## src/inc/aif_pkg.sv

```systemverilog
package aif_pkg;
  // Register pages; byte address is {page, word index, 2'b00}
  localparam int unsigned ADDR_W = 9;
  localparam logic [2:0] PG_TWO_IN = 3'h0;
  localparam logic [2:0] PG_TWO_OUT = 3'h1;
  localparam logic [2:0] PG_FOUR_IN = 3'h2;
  localparam logic [2:0] PG_FOUR_OUT_ST = 3'h3;
  localparam logic [2:0] PG_FOUR_OUT = 3'h4;
  localparam logic [2:0] PG_CTRL = 3'h5;

  // Word indices within a page
  localparam logic [3:0] IDX_CH0 = 4'h0;
  localparam logic [3:0] IDX_CH1 = 4'h1;
  localparam logic [3:0] IDX_CH2 = 4'h2;
  localparam logic [3:0] IDX_CH3 = 4'h3;
  localparam logic [3:0] IDX_IN_STATUS = 4'h4;
  localparam logic [3:0] IDX_IN_RANGE = 4'h5;
  localparam logic [3:0] IDX_OUT_STATUS = 4'h0;
  localparam logic [3:0] IDX_OUT_RANGE = 4'h1;
  localparam logic [3:0] IDX_CTRL = 4'h0;

  // Converter code scale: 32760 full scale, 15 bits
  localparam logic [14:0] RAW_FULL = 15'h7FF8;
  localparam logic [15:0] SCALED_FULL = 16'h3FFC;
  localparam logic [15:0] RAW_DATA_MASK = 16'h7FF8;
  localparam logic [15:0] SCALED_DATA_MASK = 16'h3FFC;
  localparam logic [15:0] RAW_WR_MASK = 16'hFFF8;
  localparam logic [15:0] SCALED_WR_MASK = 16'hFFFC;
  localparam int unsigned SIGN_BIT = 15;
  localparam int unsigned OVR_BIT = 14;

  // Control register fields
  localparam int unsigned CTRL_W = 3;
  localparam int unsigned CTRL_TWO_FMT = 0;
  localparam int unsigned CTRL_FOUR_IN_FMT = 1;
  localparam int unsigned CTRL_FOUR_OUT_FMT = 2;
  localparam logic [2:0] CTRL_RESET = 3'h0;

  typedef enum logic {AIF_BUS_IDLE, AIF_BUS_ACK} aif_bus_e;
endpackage

```

## src/rtl/aif_in_fmt.sv

```systemverilog
module aif_in_fmt (
  input wire logic [14:0] code,
  input wire logic over,
  input wire logic under,
  input wire logic scaled,
  output logic [15:0] word
);
  logic [14:0] lim;

  always_comb begin
    // Over-range converts at full scale, never above it
    if (over || (code > aif_pkg::RAW_FULL)) begin
      lim = aif_pkg::RAW_FULL;
    end else if (under) begin
      lim = 15'h0000;
    end else begin
      lim = code;
    end
    // Scaled is exactly half of raw, so 32760 maps to 16380
    if (scaled) begin
      word = {2'b00, lim[14:1]} & aif_pkg::SCALED_DATA_MASK;
    end else begin
      word = {1'b0, lim} & aif_pkg::RAW_DATA_MASK;
    end
  end
endmodule

```

## src/rtl/aif_out_dec.sv

```systemverilog
module aif_out_dec (
  input wire logic [15:0] word,
  input wire logic scaled,
  output logic [14:0] code,
  output logic over,
  output logic under
);
  always_comb begin
    over = 1'b0;
    under = 1'b0;
    if (word[aif_pkg::SIGN_BIT]) begin
      // Negative request: hold at zero volts or zero milliamps
      under = 1'b1;
      code = 15'h0000;
    end else if (scaled && word[aif_pkg::OVR_BIT]) begin
      over = 1'b1;
      code = aif_pkg::RAW_FULL;
    end else if (scaled) begin
      code = {word[13:2], 3'b000};
    end else begin
      code = word[14:0] & aif_pkg::RAW_FULL;
    end
  end
endmodule

```

## src/rtl/aif_fmt_top.sv

```systemverilog
// Notes on behaviour
// - Voltage full scale 10.5 V is 32760 raw, 16380 scaled; zero is zero.
// - Current 21/20/4/0 mA map to 32760/31200/6240/0 raw, half that scaled.
// - Two-channel module selects raw or scaled; inputs in words 0, 1; 2, 3 reserved.
// - Raw keeps bits 15, 2..0 zero; scaled keeps bits 15, 14, 1, 0 zero.
// - Two-channel status in word 4 bits 1..0; under/over pairs in word 5 15..12.
// - Status flag set on over-range, under-range or module hardware fault.
// - Two-channel output words 0, 1 keep the selected format's low zero bits (2..0 raw, 1..0 scaled).
// - Four-input words 0..3 carry sign in bit 15; word 4 status; word 6 reserved.
// - Four-input under/over pairs for channels 0..3 in word 5 bits 15..8.
// - Over-range flag follows the condition; data held at full-range maximum.
// - Under-range flag follows the condition and clears by itself.
// - Four-output status in word 0 bits 3..0, pairs in word 1 bits 7..0.
// - Output over-range drives maximum full-range value; flag clears when error ends.
// - Output under-range drives minimum full-range value; flag clears when error ends.
// - Four-output channel values come from output words 0..3, raw 0..32760.
// - Raw output ignores bits 2..0; bit 15 set forces output to zero.
// - Scaled output accepts 0..16380, ignores bits 1..0; bit 15 forces zero.
// - Scaled output with bit 15 clear and bit 14 set drives 10.5 V or 21 mA.
module aif_fmt_top (
  input wire logic sys_clk,
  input wire logic rst_n,
  input wire logic ce,
  input wire logic [8:0] avs_address,
  input wire logic avs_read,
  input wire logic avs_write,
  input wire logic [31:0] avs_writedata,
  input wire logic [3:0] avs_byteenable,
  output logic [31:0] avs_readdata,
  output logic avs_waitrequest,
  input wire logic [1:0][14:0] two_in_code,
  input wire logic [1:0] two_in_over,
  input wire logic [1:0] two_in_under,
  input wire logic two_hw_fault,
  input wire logic [3:0][14:0] four_in_code,
  input wire logic [3:0] four_in_sign,
  input wire logic [3:0] four_in_over,
  input wire logic [3:0] four_in_under,
  input wire logic four_in_hw_fault,
  input wire logic four_out_hw_fault,
  output logic [1:0][14:0] two_out_code,
  output logic [3:0][14:0] four_out_code
);
  aif_pkg::aif_bus_e bus_q;
  logic [aif_pkg::CTRL_W-1:0] ctrl_q;
  logic [1:0][15:0] two_in_word_q;
  logic [1:0] two_in_over_q;
  logic [1:0] two_in_under_q;
  logic [1:0] two_stat_q;
  logic [3:0][15:0] four_in_word_q;
  logic [3:0] four_in_over_q;
  logic [3:0] four_in_under_q;
  logic [3:0] four_in_stat_q;
  logic [1:0][15:0] two_out_word_q;
  logic [3:0][15:0] four_out_word_q;
  logic [3:0] four_out_over_q;
  logic [3:0] four_out_under_q;
  logic [3:0] four_out_stat_q;
  logic [1:0][15:0] two_in_fmt;
  logic [3:0][15:0] four_in_fmt;
  logic [1:0][14:0] two_out_dec;
  logic [3:0][14:0] four_out_dec;
  logic [3:0] four_out_over_d;
  logic [3:0] four_out_under_d;
  logic [2:0] page;
  logic [3:0] idx;
  logic wr_en;
  logic [15:0] rd_word;

  logic two_scaled;
  logic four_in_scaled;
  logic four_out_scaled;

  assign two_scaled = ctrl_q[aif_pkg::CTRL_TWO_FMT];
  assign four_in_scaled = ctrl_q[aif_pkg::CTRL_FOUR_IN_FMT];
  assign four_out_scaled = ctrl_q[aif_pkg::CTRL_FOUR_OUT_FMT];
  assign page = avs_address[8:6];
  assign idx = avs_address[5:2];
  // A write lands only at the edge where the master sees waitrequest low
  assign wr_en = ce && avs_write && (bus_q == aif_pkg::AIF_BUS_ACK);

  function automatic logic [15:0] merge_word(input logic [15:0] old, input logic [31:0] wd,
                                             input logic [3:0] be, input logic scaled);
    logic [15:0] nw;
    nw = old;
    if (be[0]) begin
      nw[7:0] = wd[7:0];
    end
    if (be[1]) begin
      nw[15:8] = wd[15:8];
    end
    merge_word = nw & (scaled ? aif_pkg::SCALED_WR_MASK : aif_pkg::RAW_WR_MASK);
  endfunction

  function automatic logic [7:0] pairs4(input logic [3:0] u, input logic [3:0] o);
    logic [7:0] p;
    p = 8'h00;
    for (int i = 0; i < 4; i++) begin
      p[7 - 2 * i] = u[i];
      p[6 - 2 * i] = o[i];
    end
    pairs4 = p;
  endfunction

  genvar g;
  generate
    for (g = 0; g < 2; g++) begin : g_two
      aif_in_fmt u_in (
        .code(two_in_code[g]),
        .over(two_in_over[g]),
        .under(two_in_under[g]),
        .scaled(two_scaled),
        .word(two_in_fmt[g])
      );
      aif_out_dec u_out (
        .word(two_out_word_q[g]),
        .scaled(two_scaled),
        .code(two_out_dec[g]),
        .over(),
        .under()
      );
    end
    for (g = 0; g < 4; g++) begin : g_four
      aif_in_fmt u_in (
        .code(four_in_code[g]),
        .over(four_in_over[g]),
        .under(four_in_under[g]),
        .scaled(four_in_scaled),
        .word(four_in_fmt[g])
      );
      aif_out_dec u_out (
        .word(four_out_word_q[g]),
        .scaled(four_out_scaled),
        .code(four_out_dec[g]),
        .over(four_out_over_d[g]),
        .under(four_out_under_d[g])
      );
    end
  endgenerate

  // Bus handshake: one wait state, then a single low cycle of waitrequest
  always_ff @(posedge sys_clk or negedge rst_n) begin
    if (!rst_n) begin
      bus_q <= aif_pkg::AIF_BUS_IDLE;
      avs_waitrequest <= 1'b1;
    end else if (ce) begin
      case (bus_q)
        aif_pkg::AIF_BUS_IDLE: begin
          if (avs_read || avs_write) begin
            bus_q <= aif_pkg::AIF_BUS_ACK;
            avs_waitrequest <= 1'b0;
          end
        end
        aif_pkg::AIF_BUS_ACK: begin
          bus_q <= aif_pkg::AIF_BUS_IDLE;
          avs_waitrequest <= 1'b1;
        end
        default: begin
          bus_q <= aif_pkg::AIF_BUS_IDLE;
          avs_waitrequest <= 1'b1;
        end
      endcase
    end
  end

  always_comb begin
    rd_word = 16'h0000;
    case (page)
      aif_pkg::PG_TWO_IN: begin
        case (idx)
          aif_pkg::IDX_CH0: rd_word = two_in_word_q[0];
          aif_pkg::IDX_CH1: rd_word = two_in_word_q[1];
          aif_pkg::IDX_IN_STATUS: rd_word = {14'h0000, two_stat_q};
          aif_pkg::IDX_IN_RANGE: begin
            rd_word = {two_in_under_q[0], two_in_over_q[0], two_in_under_q[1], two_in_over_q[1], 12'h000};
          end
          default: rd_word = 16'h0000;
        endcase
      end
      aif_pkg::PG_TWO_OUT: begin
        case (idx)
          aif_pkg::IDX_CH0: rd_word = two_out_word_q[0];
          aif_pkg::IDX_CH1: rd_word = two_out_word_q[1];
          default: rd_word = 16'h0000;
        endcase
      end
      aif_pkg::PG_FOUR_IN: begin
        case (idx)
          aif_pkg::IDX_CH0: rd_word = four_in_word_q[0];
          aif_pkg::IDX_CH1: rd_word = four_in_word_q[1];
          aif_pkg::IDX_CH2: rd_word = four_in_word_q[2];
          aif_pkg::IDX_CH3: rd_word = four_in_word_q[3];
          aif_pkg::IDX_IN_STATUS: rd_word = {12'h000, four_in_stat_q};
          aif_pkg::IDX_IN_RANGE: rd_word = {pairs4(four_in_under_q, four_in_over_q), 8'h00};
          default: rd_word = 16'h0000;
        endcase
      end
      aif_pkg::PG_FOUR_OUT_ST: begin
        case (idx)
          aif_pkg::IDX_OUT_STATUS: rd_word = {12'h000, four_out_stat_q};
          aif_pkg::IDX_OUT_RANGE: rd_word = {8'h00, pairs4(four_out_under_q, four_out_over_q)};
          default: rd_word = 16'h0000;
        endcase
      end
      aif_pkg::PG_FOUR_OUT: begin
        case (idx)
          aif_pkg::IDX_CH0: rd_word = four_out_word_q[0];
          aif_pkg::IDX_CH1: rd_word = four_out_word_q[1];
          aif_pkg::IDX_CH2: rd_word = four_out_word_q[2];
          aif_pkg::IDX_CH3: rd_word = four_out_word_q[3];
          default: rd_word = 16'h0000;
        endcase
      end
      aif_pkg::PG_CTRL: begin
        if (idx == aif_pkg::IDX_CTRL) begin
          rd_word = {13'h0000, ctrl_q};
        end
      end
      default: rd_word = 16'h0000;
    endcase
  end

  // Read data captured as waitrequest drops, then held until the next read
  always_ff @(posedge sys_clk or negedge rst_n) begin
    if (!rst_n) begin
      avs_readdata <= 32'h0000_0000;
    end else if (ce && avs_read && (bus_q == aif_pkg::AIF_BUS_IDLE)) begin
      avs_readdata <= {16'h0000, rd_word};
    end
  end

  always_ff @(posedge sys_clk or negedge rst_n) begin
    if (!rst_n) begin
      ctrl_q <= aif_pkg::CTRL_RESET;
    end else if (wr_en && (page == aif_pkg::PG_CTRL) && (idx == aif_pkg::IDX_CTRL) && avs_byteenable[0]) begin
      ctrl_q <= avs_writedata[aif_pkg::CTRL_W-1:0];
    end
  end

  // Masking at write time keeps the fixed zero bits zero even if software slips
  always_ff @(posedge sys_clk or negedge rst_n) begin
    if (!rst_n) begin
      two_out_word_q <= '0;
    end else if (wr_en && (page == aif_pkg::PG_TWO_OUT)) begin
      for (int i = 0; i < 2; i++) begin
        if (idx == 4'(i)) begin
          two_out_word_q[i] <= merge_word(two_out_word_q[i], avs_writedata, avs_byteenable, two_scaled);
        end
      end
    end
  end

  always_ff @(posedge sys_clk or negedge rst_n) begin
    if (!rst_n) begin
      four_out_word_q <= '0;
    end else if (wr_en && (page == aif_pkg::PG_FOUR_OUT)) begin
      for (int i = 0; i < 4; i++) begin
        if (idx == 4'(i)) begin
          four_out_word_q[i] <= merge_word(four_out_word_q[i], avs_writedata, avs_byteenable,
                                           four_out_scaled);
        end
      end
    end
  end

  // Input images refresh every enabled cycle; flags track the live condition
  always_ff @(posedge sys_clk or negedge rst_n) begin
    if (!rst_n) begin
      two_in_word_q <= '0;
      two_in_over_q <= 2'h0;
      two_in_under_q <= 2'h0;
      two_stat_q <= 2'h0;
    end else if (ce) begin
      two_in_word_q <= two_in_fmt;
      two_in_over_q <= two_in_over;
      two_in_under_q <= two_in_under;
      two_stat_q <= two_in_over | two_in_under | {2{two_hw_fault}};
    end
  end

  always_ff @(posedge sys_clk or negedge rst_n) begin
    if (!rst_n) begin
      four_in_word_q <= '0;
      four_in_over_q <= 4'h0;
      four_in_under_q <= 4'h0;
      four_in_stat_q <= 4'h0;
    end else if (ce) begin
      for (int i = 0; i < 4; i++) begin
        four_in_word_q[i] <= {four_in_sign[i], four_in_fmt[i][14:0]};
      end
      four_in_over_q <= four_in_over;
      four_in_under_q <= four_in_under;
      four_in_stat_q <= four_in_over | four_in_under | {4{four_in_hw_fault}};
    end
  end

  always_ff @(posedge sys_clk or negedge rst_n) begin
    if (!rst_n) begin
      four_out_over_q <= 4'h0;
      four_out_under_q <= 4'h0;
      four_out_stat_q <= 4'h0;
    end else if (ce) begin
      four_out_over_q <= four_out_over_d;
      four_out_under_q <= four_out_under_d;
      four_out_stat_q <= four_out_over_d | four_out_under_d | {4{four_out_hw_fault}};
    end
  end

  // Converter codes lag the written word by one enabled cycle
  always_ff @(posedge sys_clk or negedge rst_n) begin
    if (!rst_n) begin
      two_out_code <= '0;
      four_out_code <= '0;
    end else if (ce) begin
      two_out_code <= two_out_dec;
      four_out_code <= four_out_dec;
    end
  end
endmodule

```

## config.mk

```make
export PLATFORM = sky130hd
export DESIGN_NAME = aif_fmt_top
export DESIGN_NICKNAME = d
export VERILOG_FILES = /design/src/inc/aif_pkg.sv /design/src/rtl/aif_in_fmt.sv /design/src/rtl/aif_out_dec.sv /design/src/rtl/aif_fmt_top.sv
export SDC_FILE = /design/constraint.sdc
export NUM_CORES = 1
export LEC_CHECK = 0
export ABC_AREA = 1
export BUFFER_PORTS_ARGS = -buffer_cell sky130_fd_sc_hd__buf_2
export CAP_MARGIN = 15
export CORE_MARGIN = 3
export CORE_UTILIZATION = 35
export CTS_CLUSTER_SIZE = 40
export DETAILED_ROUTE_END_ITERATION = 6
export GPL_ROUTABILITY_DRIVEN = 1
export PLACE_DENSITY = 0.64
export RECOVER_POWER = 100
export SYNTH_ARGS = -nofsm -noshare
export SYNTH_HDL_FRONTEND = slang
export SYNTH_SLANG_ARGS = --single-unit
```

## constraint.sdc

```tcl
create_clock -name sys_clk -period 1.5 [get_ports sys_clk]
set_input_delay 0.075 -clock sys_clk [delete_from_list [all_inputs] [get_ports sys_clk]]
set_output_delay 0.075 -clock sys_clk [all_outputs]
set_load 0.01 [all_outputs]
```

After elaboration in Yosys (flattened, before gate mapping):

Index checks and enable logic that the tools add are counted.

* word-level logic and storage cells: 189
* input bits: 159
* output and inout port bits: 123
* bits in registers: 333

* magnitude comparators: 6
* bitwise operators: 13
* equality and inequality tests: 11
* muxes and demuxes: 97
* reductions and logical operators: 31

Operators with widths (number)
* 15-bit two-way mux: 36
* 8-bit two-way mux: 36
* 16-bit one-hot mux with 6 select lines: 2
* 16-bit one-hot mux with 4 select lines: 2
* 16-bit AND: 6
* 15-bit > comparator (second input constant): 6
* 16-bit one-hot mux with 2 select lines: 1
* 4-bit OR: 4
* 8-bit one-hot mux with 2 select lines: 1
* 1-bit logical AND: 15
* 1-bit two-way mux: 14
* 2-bit AND reduction: 7
* 3-bit two-way mux: 3
* 4-bit by 2-bit == test with 1-bit output (second input constant): 2
* 4-bit by 3-bit == test with 1-bit output (second input constant): 2
* 1-bit logical OR: 7
* 3-bit by 2-bit == test with 1-bit output (second input constant): 2
* 3-bit == test (second input constant): 2
* 4-bit by 1-bit == test with 1-bit output (second input constant): 1
* 4-bit zero test: 1
* 2-bit OR: 2
* 1-bit one-hot mux with 2 select lines: 2
* 3-bit by 1-bit == test with 1-bit output (second input constant): 1
* 3-bit zero test: 1
* 2 further kinds: 2

Depth between registers and ports, before layout:

* depth after elaboration: 5
* mapped depth: 12
* depth with buffers taken out: 11

By module:

A second synthesis with hierarchy kept.

* cells, all modules: 2776
* area, all modules: 18834.3 um^2

By module, submodules not included
* aif_fmt_top: cells each 1792, area each 14300.0 um^2, instances 1, seq. area each 8034.0 um^2
* aif_in_fmt: cells each 93, area each 444.2 um^2, instances 6, seq. area each 0.0 um^2
* aif_out_dec: cells each 71, area each 311.5 um^2, instances 6, seq. area each 0.0 um^2

Least setup slack after synthesis:

OpenSTA, ideal clock, no wires.

* path kind: reg-to-reg
* start point: register bus_q
* end point: register four_out_word_q[46] in the netlist's numbering
* path slack: 0.088 ns
* data arrival time: 1.288 ns
* clock period less this slack: 1.412 ns
* data required time: 1.376 ns
* library setup time: 0.124 ns
* path buffers: 1
* stages on the path, launching flop included: 9
* cells stage by stage: dfrtp_1 -> nand3_2 -> nor2_4 -> nand3_1 -> inv_2 -> nand2_1 -> buf_2 -> nand2_1 -> o21ai_1

* cells in the longest elaborated chain, start to end: 3

Ends and longest elaborated chain
* start: declaration: RTL line aif_fmt_top.sv:44 `aif_pkg::aif_bus_e bus_q;`
* start signal: assignment: RTL line aif_fmt_top.sv:144 `bus_q <= aif_pkg::AIF_BUS_IDLE;`
* start signal: assignment: RTL line aif_fmt_top.sv:150 `bus_q <= aif_pkg::AIF_BUS_ACK;`
* start signal: assignment: RTL line aif_fmt_top.sv:155 `bus_q <= aif_pkg::AIF_BUS_IDLE;`
* 1-bit logical AND: RTL line aif_fmt_top.sv:80 `assign wr_en = ce && avs_write && (bus_q == aif_pkg::AIF_BUS_ACK);`
* 1-bit logical AND: RTL line aif_fmt_top.sv:256 `end else if (wr_en && (page == aif_pkg::PG_FOUR_OUT)) begin`
* 2-bit AND reduction (no source line)
* end signal: indexed assignment: RTL line aif_fmt_top.sv:259 `four_out_word_q[i] <= merge_word(four_out_word_q[i], avs_writedata, avs_byteenable,`
* end: declaration: RTL line aif_fmt_top.sv:55 `logic [3:0][15:0] four_out_word_q;`

Every way passes these cells.
A chain may end at the register's enable or synchronous reset.

Final worst setup path:

* start point: register bus_q
* end point: register ctrl_q[1] in the netlist's numbering

* cells in the longest elaborated chain, start to end: 4

Ends and longest elaborated chain
* 1-bit logical AND: RTL line aif_fmt_top.sv:80
* 1-bit logical AND (3 in series): RTL line aif_fmt_top.sv:235 `end else if (wr_en && (page == aif_pkg::PG_CTRL) && (idx == aif_pkg::IDX_CTRL) && avs_byteenable[0]) begin`
* end signal: assignment: RTL line aif_fmt_top.sv:234 `ctrl_q <= aif_pkg::CTRL_RESET;`
* end signal: assignment: RTL line aif_fmt_top.sv:236 `ctrl_q <= avs_writedata[aif_pkg::CTRL_W-1:0];`
* end: declaration: RTL line aif_fmt_top.sv:45 `logic [aif_pkg::CTRL_W-1:0] ctrl_q;`

Every way passes these cells.

==> summary.md <==
| Metric | Value |
|---|---|
| CP Class | `reg -> reg` |
| Max Cap Violations | `0` |
| Core region area | `42100 um^2` |
| Hpwl dp | `39800 um` |
| Seq cells post-synth | `289` |
| # IOs | `282` |
| Clk_skew | `0.0264 ns` |
| Run status | `finished, violations left` |
| Later-pin clock latency in the skew report | `0.54 ns` |
| Commonest cells after routing, fill and taps aside | `nand2_1, dfrtp_1, nand3_1` |
| Die Height | `213 um` |
| Hold WC Path Type | `in -> reg` |
| Rel. slew slack | `0.206` |
| Mapped Area | `15000 um^2` |
| Nets | `2573` |
| Period utilization | `0.960` |
| Max Fanout on Critical Path | `3` |
| Clk pin slew, worst setup/hold paths | `0.06 ns` |
| WL final | `54900 um` |
| Overflow after GRT | `0` |
| Power consumption | `19400 uW` |
| Routability cong. | `0.911` |
| DRT iter0 DRCs | `1449` |
| Syn-to-layout area delta | `30.0%` |
| Fin worst setup slack | `0.0597 ns` |
| Setup crit start kind | `flop` |
| FF-to-FF path depth | `5` |
| Total number of vias | `15.4k` |
| Clock Tree Root | `clkbuf_16` |
| RSZ-0062 raised after global routing | `true` |
| First-pass GRT wire length | `83500 um` |
| Initial antenna violation count | `0` |
| Total Neg Setup Slack | `0 ns` |
| Synth warn | `0` |
| Layout cell share with drive strength beyond 1 | `0.137` |
| Leak pwr | `0.00943 uW` |
| Count of cell types in the netlist | `39` |
| Post-Syn Instances | `2037` |
| GRT Util Overall | `0.238` |
| Commonest non-fill, non-tap cell in the layout | `nand2_1` |
| WP data required | `1.91 ns` |
| H-tree depth | `2` |
| Pin count of the biggest net entering global routing | `94` |
| CTS tree | `built` |
| CTS buffer count | `34` |
| Worst-Margin Slew | `1.19 ns` |
| Clock tree sinks | `289` |
| Die area | `45400 um^2` |
| DR vias/cell | `5.18` |
| Min Tclk post-route | `1.44 ns` |
| Final Instance Count excl. Fillers | `2977` |
| Syn Area/Cell | `7.37 um^2` |
| Hold Fails Final Rpt | `0` |
| Clock Path Buffers | `3` |
| Die Wd | `213 um` |
| Dpl cells | `2808` |
| Peak VDD IR | `0.724 mV` |
| Initial cell density of the core | `0.357` |
| Setup violations, final | `0` |
| Register area share after synthesis | `0.482` |
| Ant diodes | `0` |
| Drt first pass iters | `7` |
| IO buf count | `227` |
| Vias in the first global route | `14.7k` |
| Worst endpoint data arrival time | `1.85 ns` |
| Critical path capture point type | `flop` |
| WL/cell | `18.4 um` |
| Pwr Density | `994 nW/um^2` |
| Hold depth | `3` |
| Pre-CTS setup slack | `-0.125 ns` |
| Fin. max-slew vios | `0` |
| Drc violations | `3` |
| Final ANT Viol Nets | `0` |
| Max frequency | `694 MHz` |
| Failing checks | `design-rule violations` |
| # rows | `75` |
-- report_power, final --
group          internal (uW)  switching, uW  total, uW
sequential              8210            293       8500
combinational            883           1430       2320
clock                   5210           3380       8590
total                  14300           5100      19400
-- final timing paths --
check / endpoint / slack, ns / from
max: ctrl_q[1] / 0.06 / bus_q
min: two_out_word_q[12] / 0.03 / avs_writedata[12]
max reg2reg: ctrl_q[1] / 0.06 / bus_q
min reg2reg: two_out_code[4] / 0.48 / two_out_code[4]
max in group asynchronous: two_out_code[22] / 0.20 / rst_n
min in group asynchronous: four_out_code[35] / 0.17 / rst_n
-- repair_timing --
| action | 4_1_cts | 5_1_grt |
|---|---|---|
| pin swaps | 0 | 4 |
| endpoints found under the setup margin | 8 | 46 |
| setup buffers | 0 | 3 |
| resized for setup | 1 | 13 |
| endpoints found under the hold margin | 433 | 0 |
| cloned | 0 | 1 |
| hold buffers | 105 | 0 |
-- cell usage after synthesis, drive strengths merged --
| cell | number | area share |
|---|---|---|
| o21ai | 218 | 0.073 |
| conb | 1 | 0.00025 |
| or3 | 5 | 0.0021 |
| a31oi | 6 | 0.0025 |
| nand3 | 228 | 0.077 |
| a21boi | 3 | 0.0015 |
| dfstp | 1 | 0.0017 |
| inv | 120 | 0.030 |
| or2 | 1 | 0.00042 |
| o211ai | 45 | 0.022 |
| dfrtp | 288 | 0.48 |
| a41oi | 1 | 0.00058 |
| nand3b | 6 | 0.0030 |
| nand4 | 27 | 0.011 |
| o21bai | 1 | 0.00050 |
| o22ai | 1 | 0.00042 |
| clkbuf | 80 | 0.020 |
| o311ai | 1 | 0.00058 |
| clkinv | 3 | 0.00075 |
| a211oi | 1 | 0.00050 |
| o22a | 1 | 0.00058 |
| o32ai | 1 | 0.00058 |
| nor2 | 110 | 0.030 |
| nor3 | 8 | 0.0033 |
| nand2 | 764 | 0.19 |
| buf | 67 | 0.028 |
| a32oi | 5 | 0.0029 |
| a21oi | 42 | 0.014 |
| mux2 | 2 | 0.0015 |
-- layout make-up --
class | count | area [um^2]
repair buffers | 455 | 3220
fillers | 4155 | 22600
clock buffers | 52 | 1060
flip-flops and latches | 289 | 7230
multi-input cells | 1511 | 6780
clock inverters | 8 | 97.6
inverters | 123 | 464
well taps | 539 | 674
-- layer usage --
| metal | up-vias | routed length, um | global-route usage |
|---|---|---|---|
| met4 | 0 | 2410 | 0.104 |
| met5 | - | 0 | 0 |
| met3 | 136 | 3120 | 0.0297 |
| met1 | 7319 | 23500 | 0.318 |
| met2 | 613 | 25800 | 0.391 |
| li1 | 7350 | - | - |
-- registers in the layout, indices dropped and copies added, names as in the netlist, 16 cells and up --
name,cells
avs_readdata,16
four_out_word_q,56
two_in_word_q,26
four_out_code,48
two_out_word_q,28
four_in_word_q,56
two_out_code,24
-- critical path: stages, from the launching register on --
cell     delay [ns]
dfrtp_1        0.40
nand3_4        0.14
buf_6          0.16
nor2_1         0.10
nand2_1        0.16
mux2_1         0.35
-- kinds of logic (layout without fill, tap and decap cells) --
group | after synthesis | in the layout | share of synthesized area
and+or+nand+nor | 1149 | 1149 | 0.319
AOI/OAI and AO/OA | 326 | 326 | 0.120
DFF | 289 | 289 | 0.482
buffers and inverters | 270 | 638 | 0.0784
muxes | 2 | 2 | 0.00150
other | 1 | 34 | 0.000250
-- through the flow --
step | hold WS (ns) | cell area, um^2 | utilization
finish | 0.0280 | 19500 | 0.464
global route | 0.0138 | 19500 | 0.464
CTS | 0.00684 | 19700 | 0.467
detailed placement | 0.117 | 17500 | 0.414
global placement | 0.126 | 17500 | 0.414
floorplan | -0.221 | 15100 | -
(Power assumes the default switching activity.)
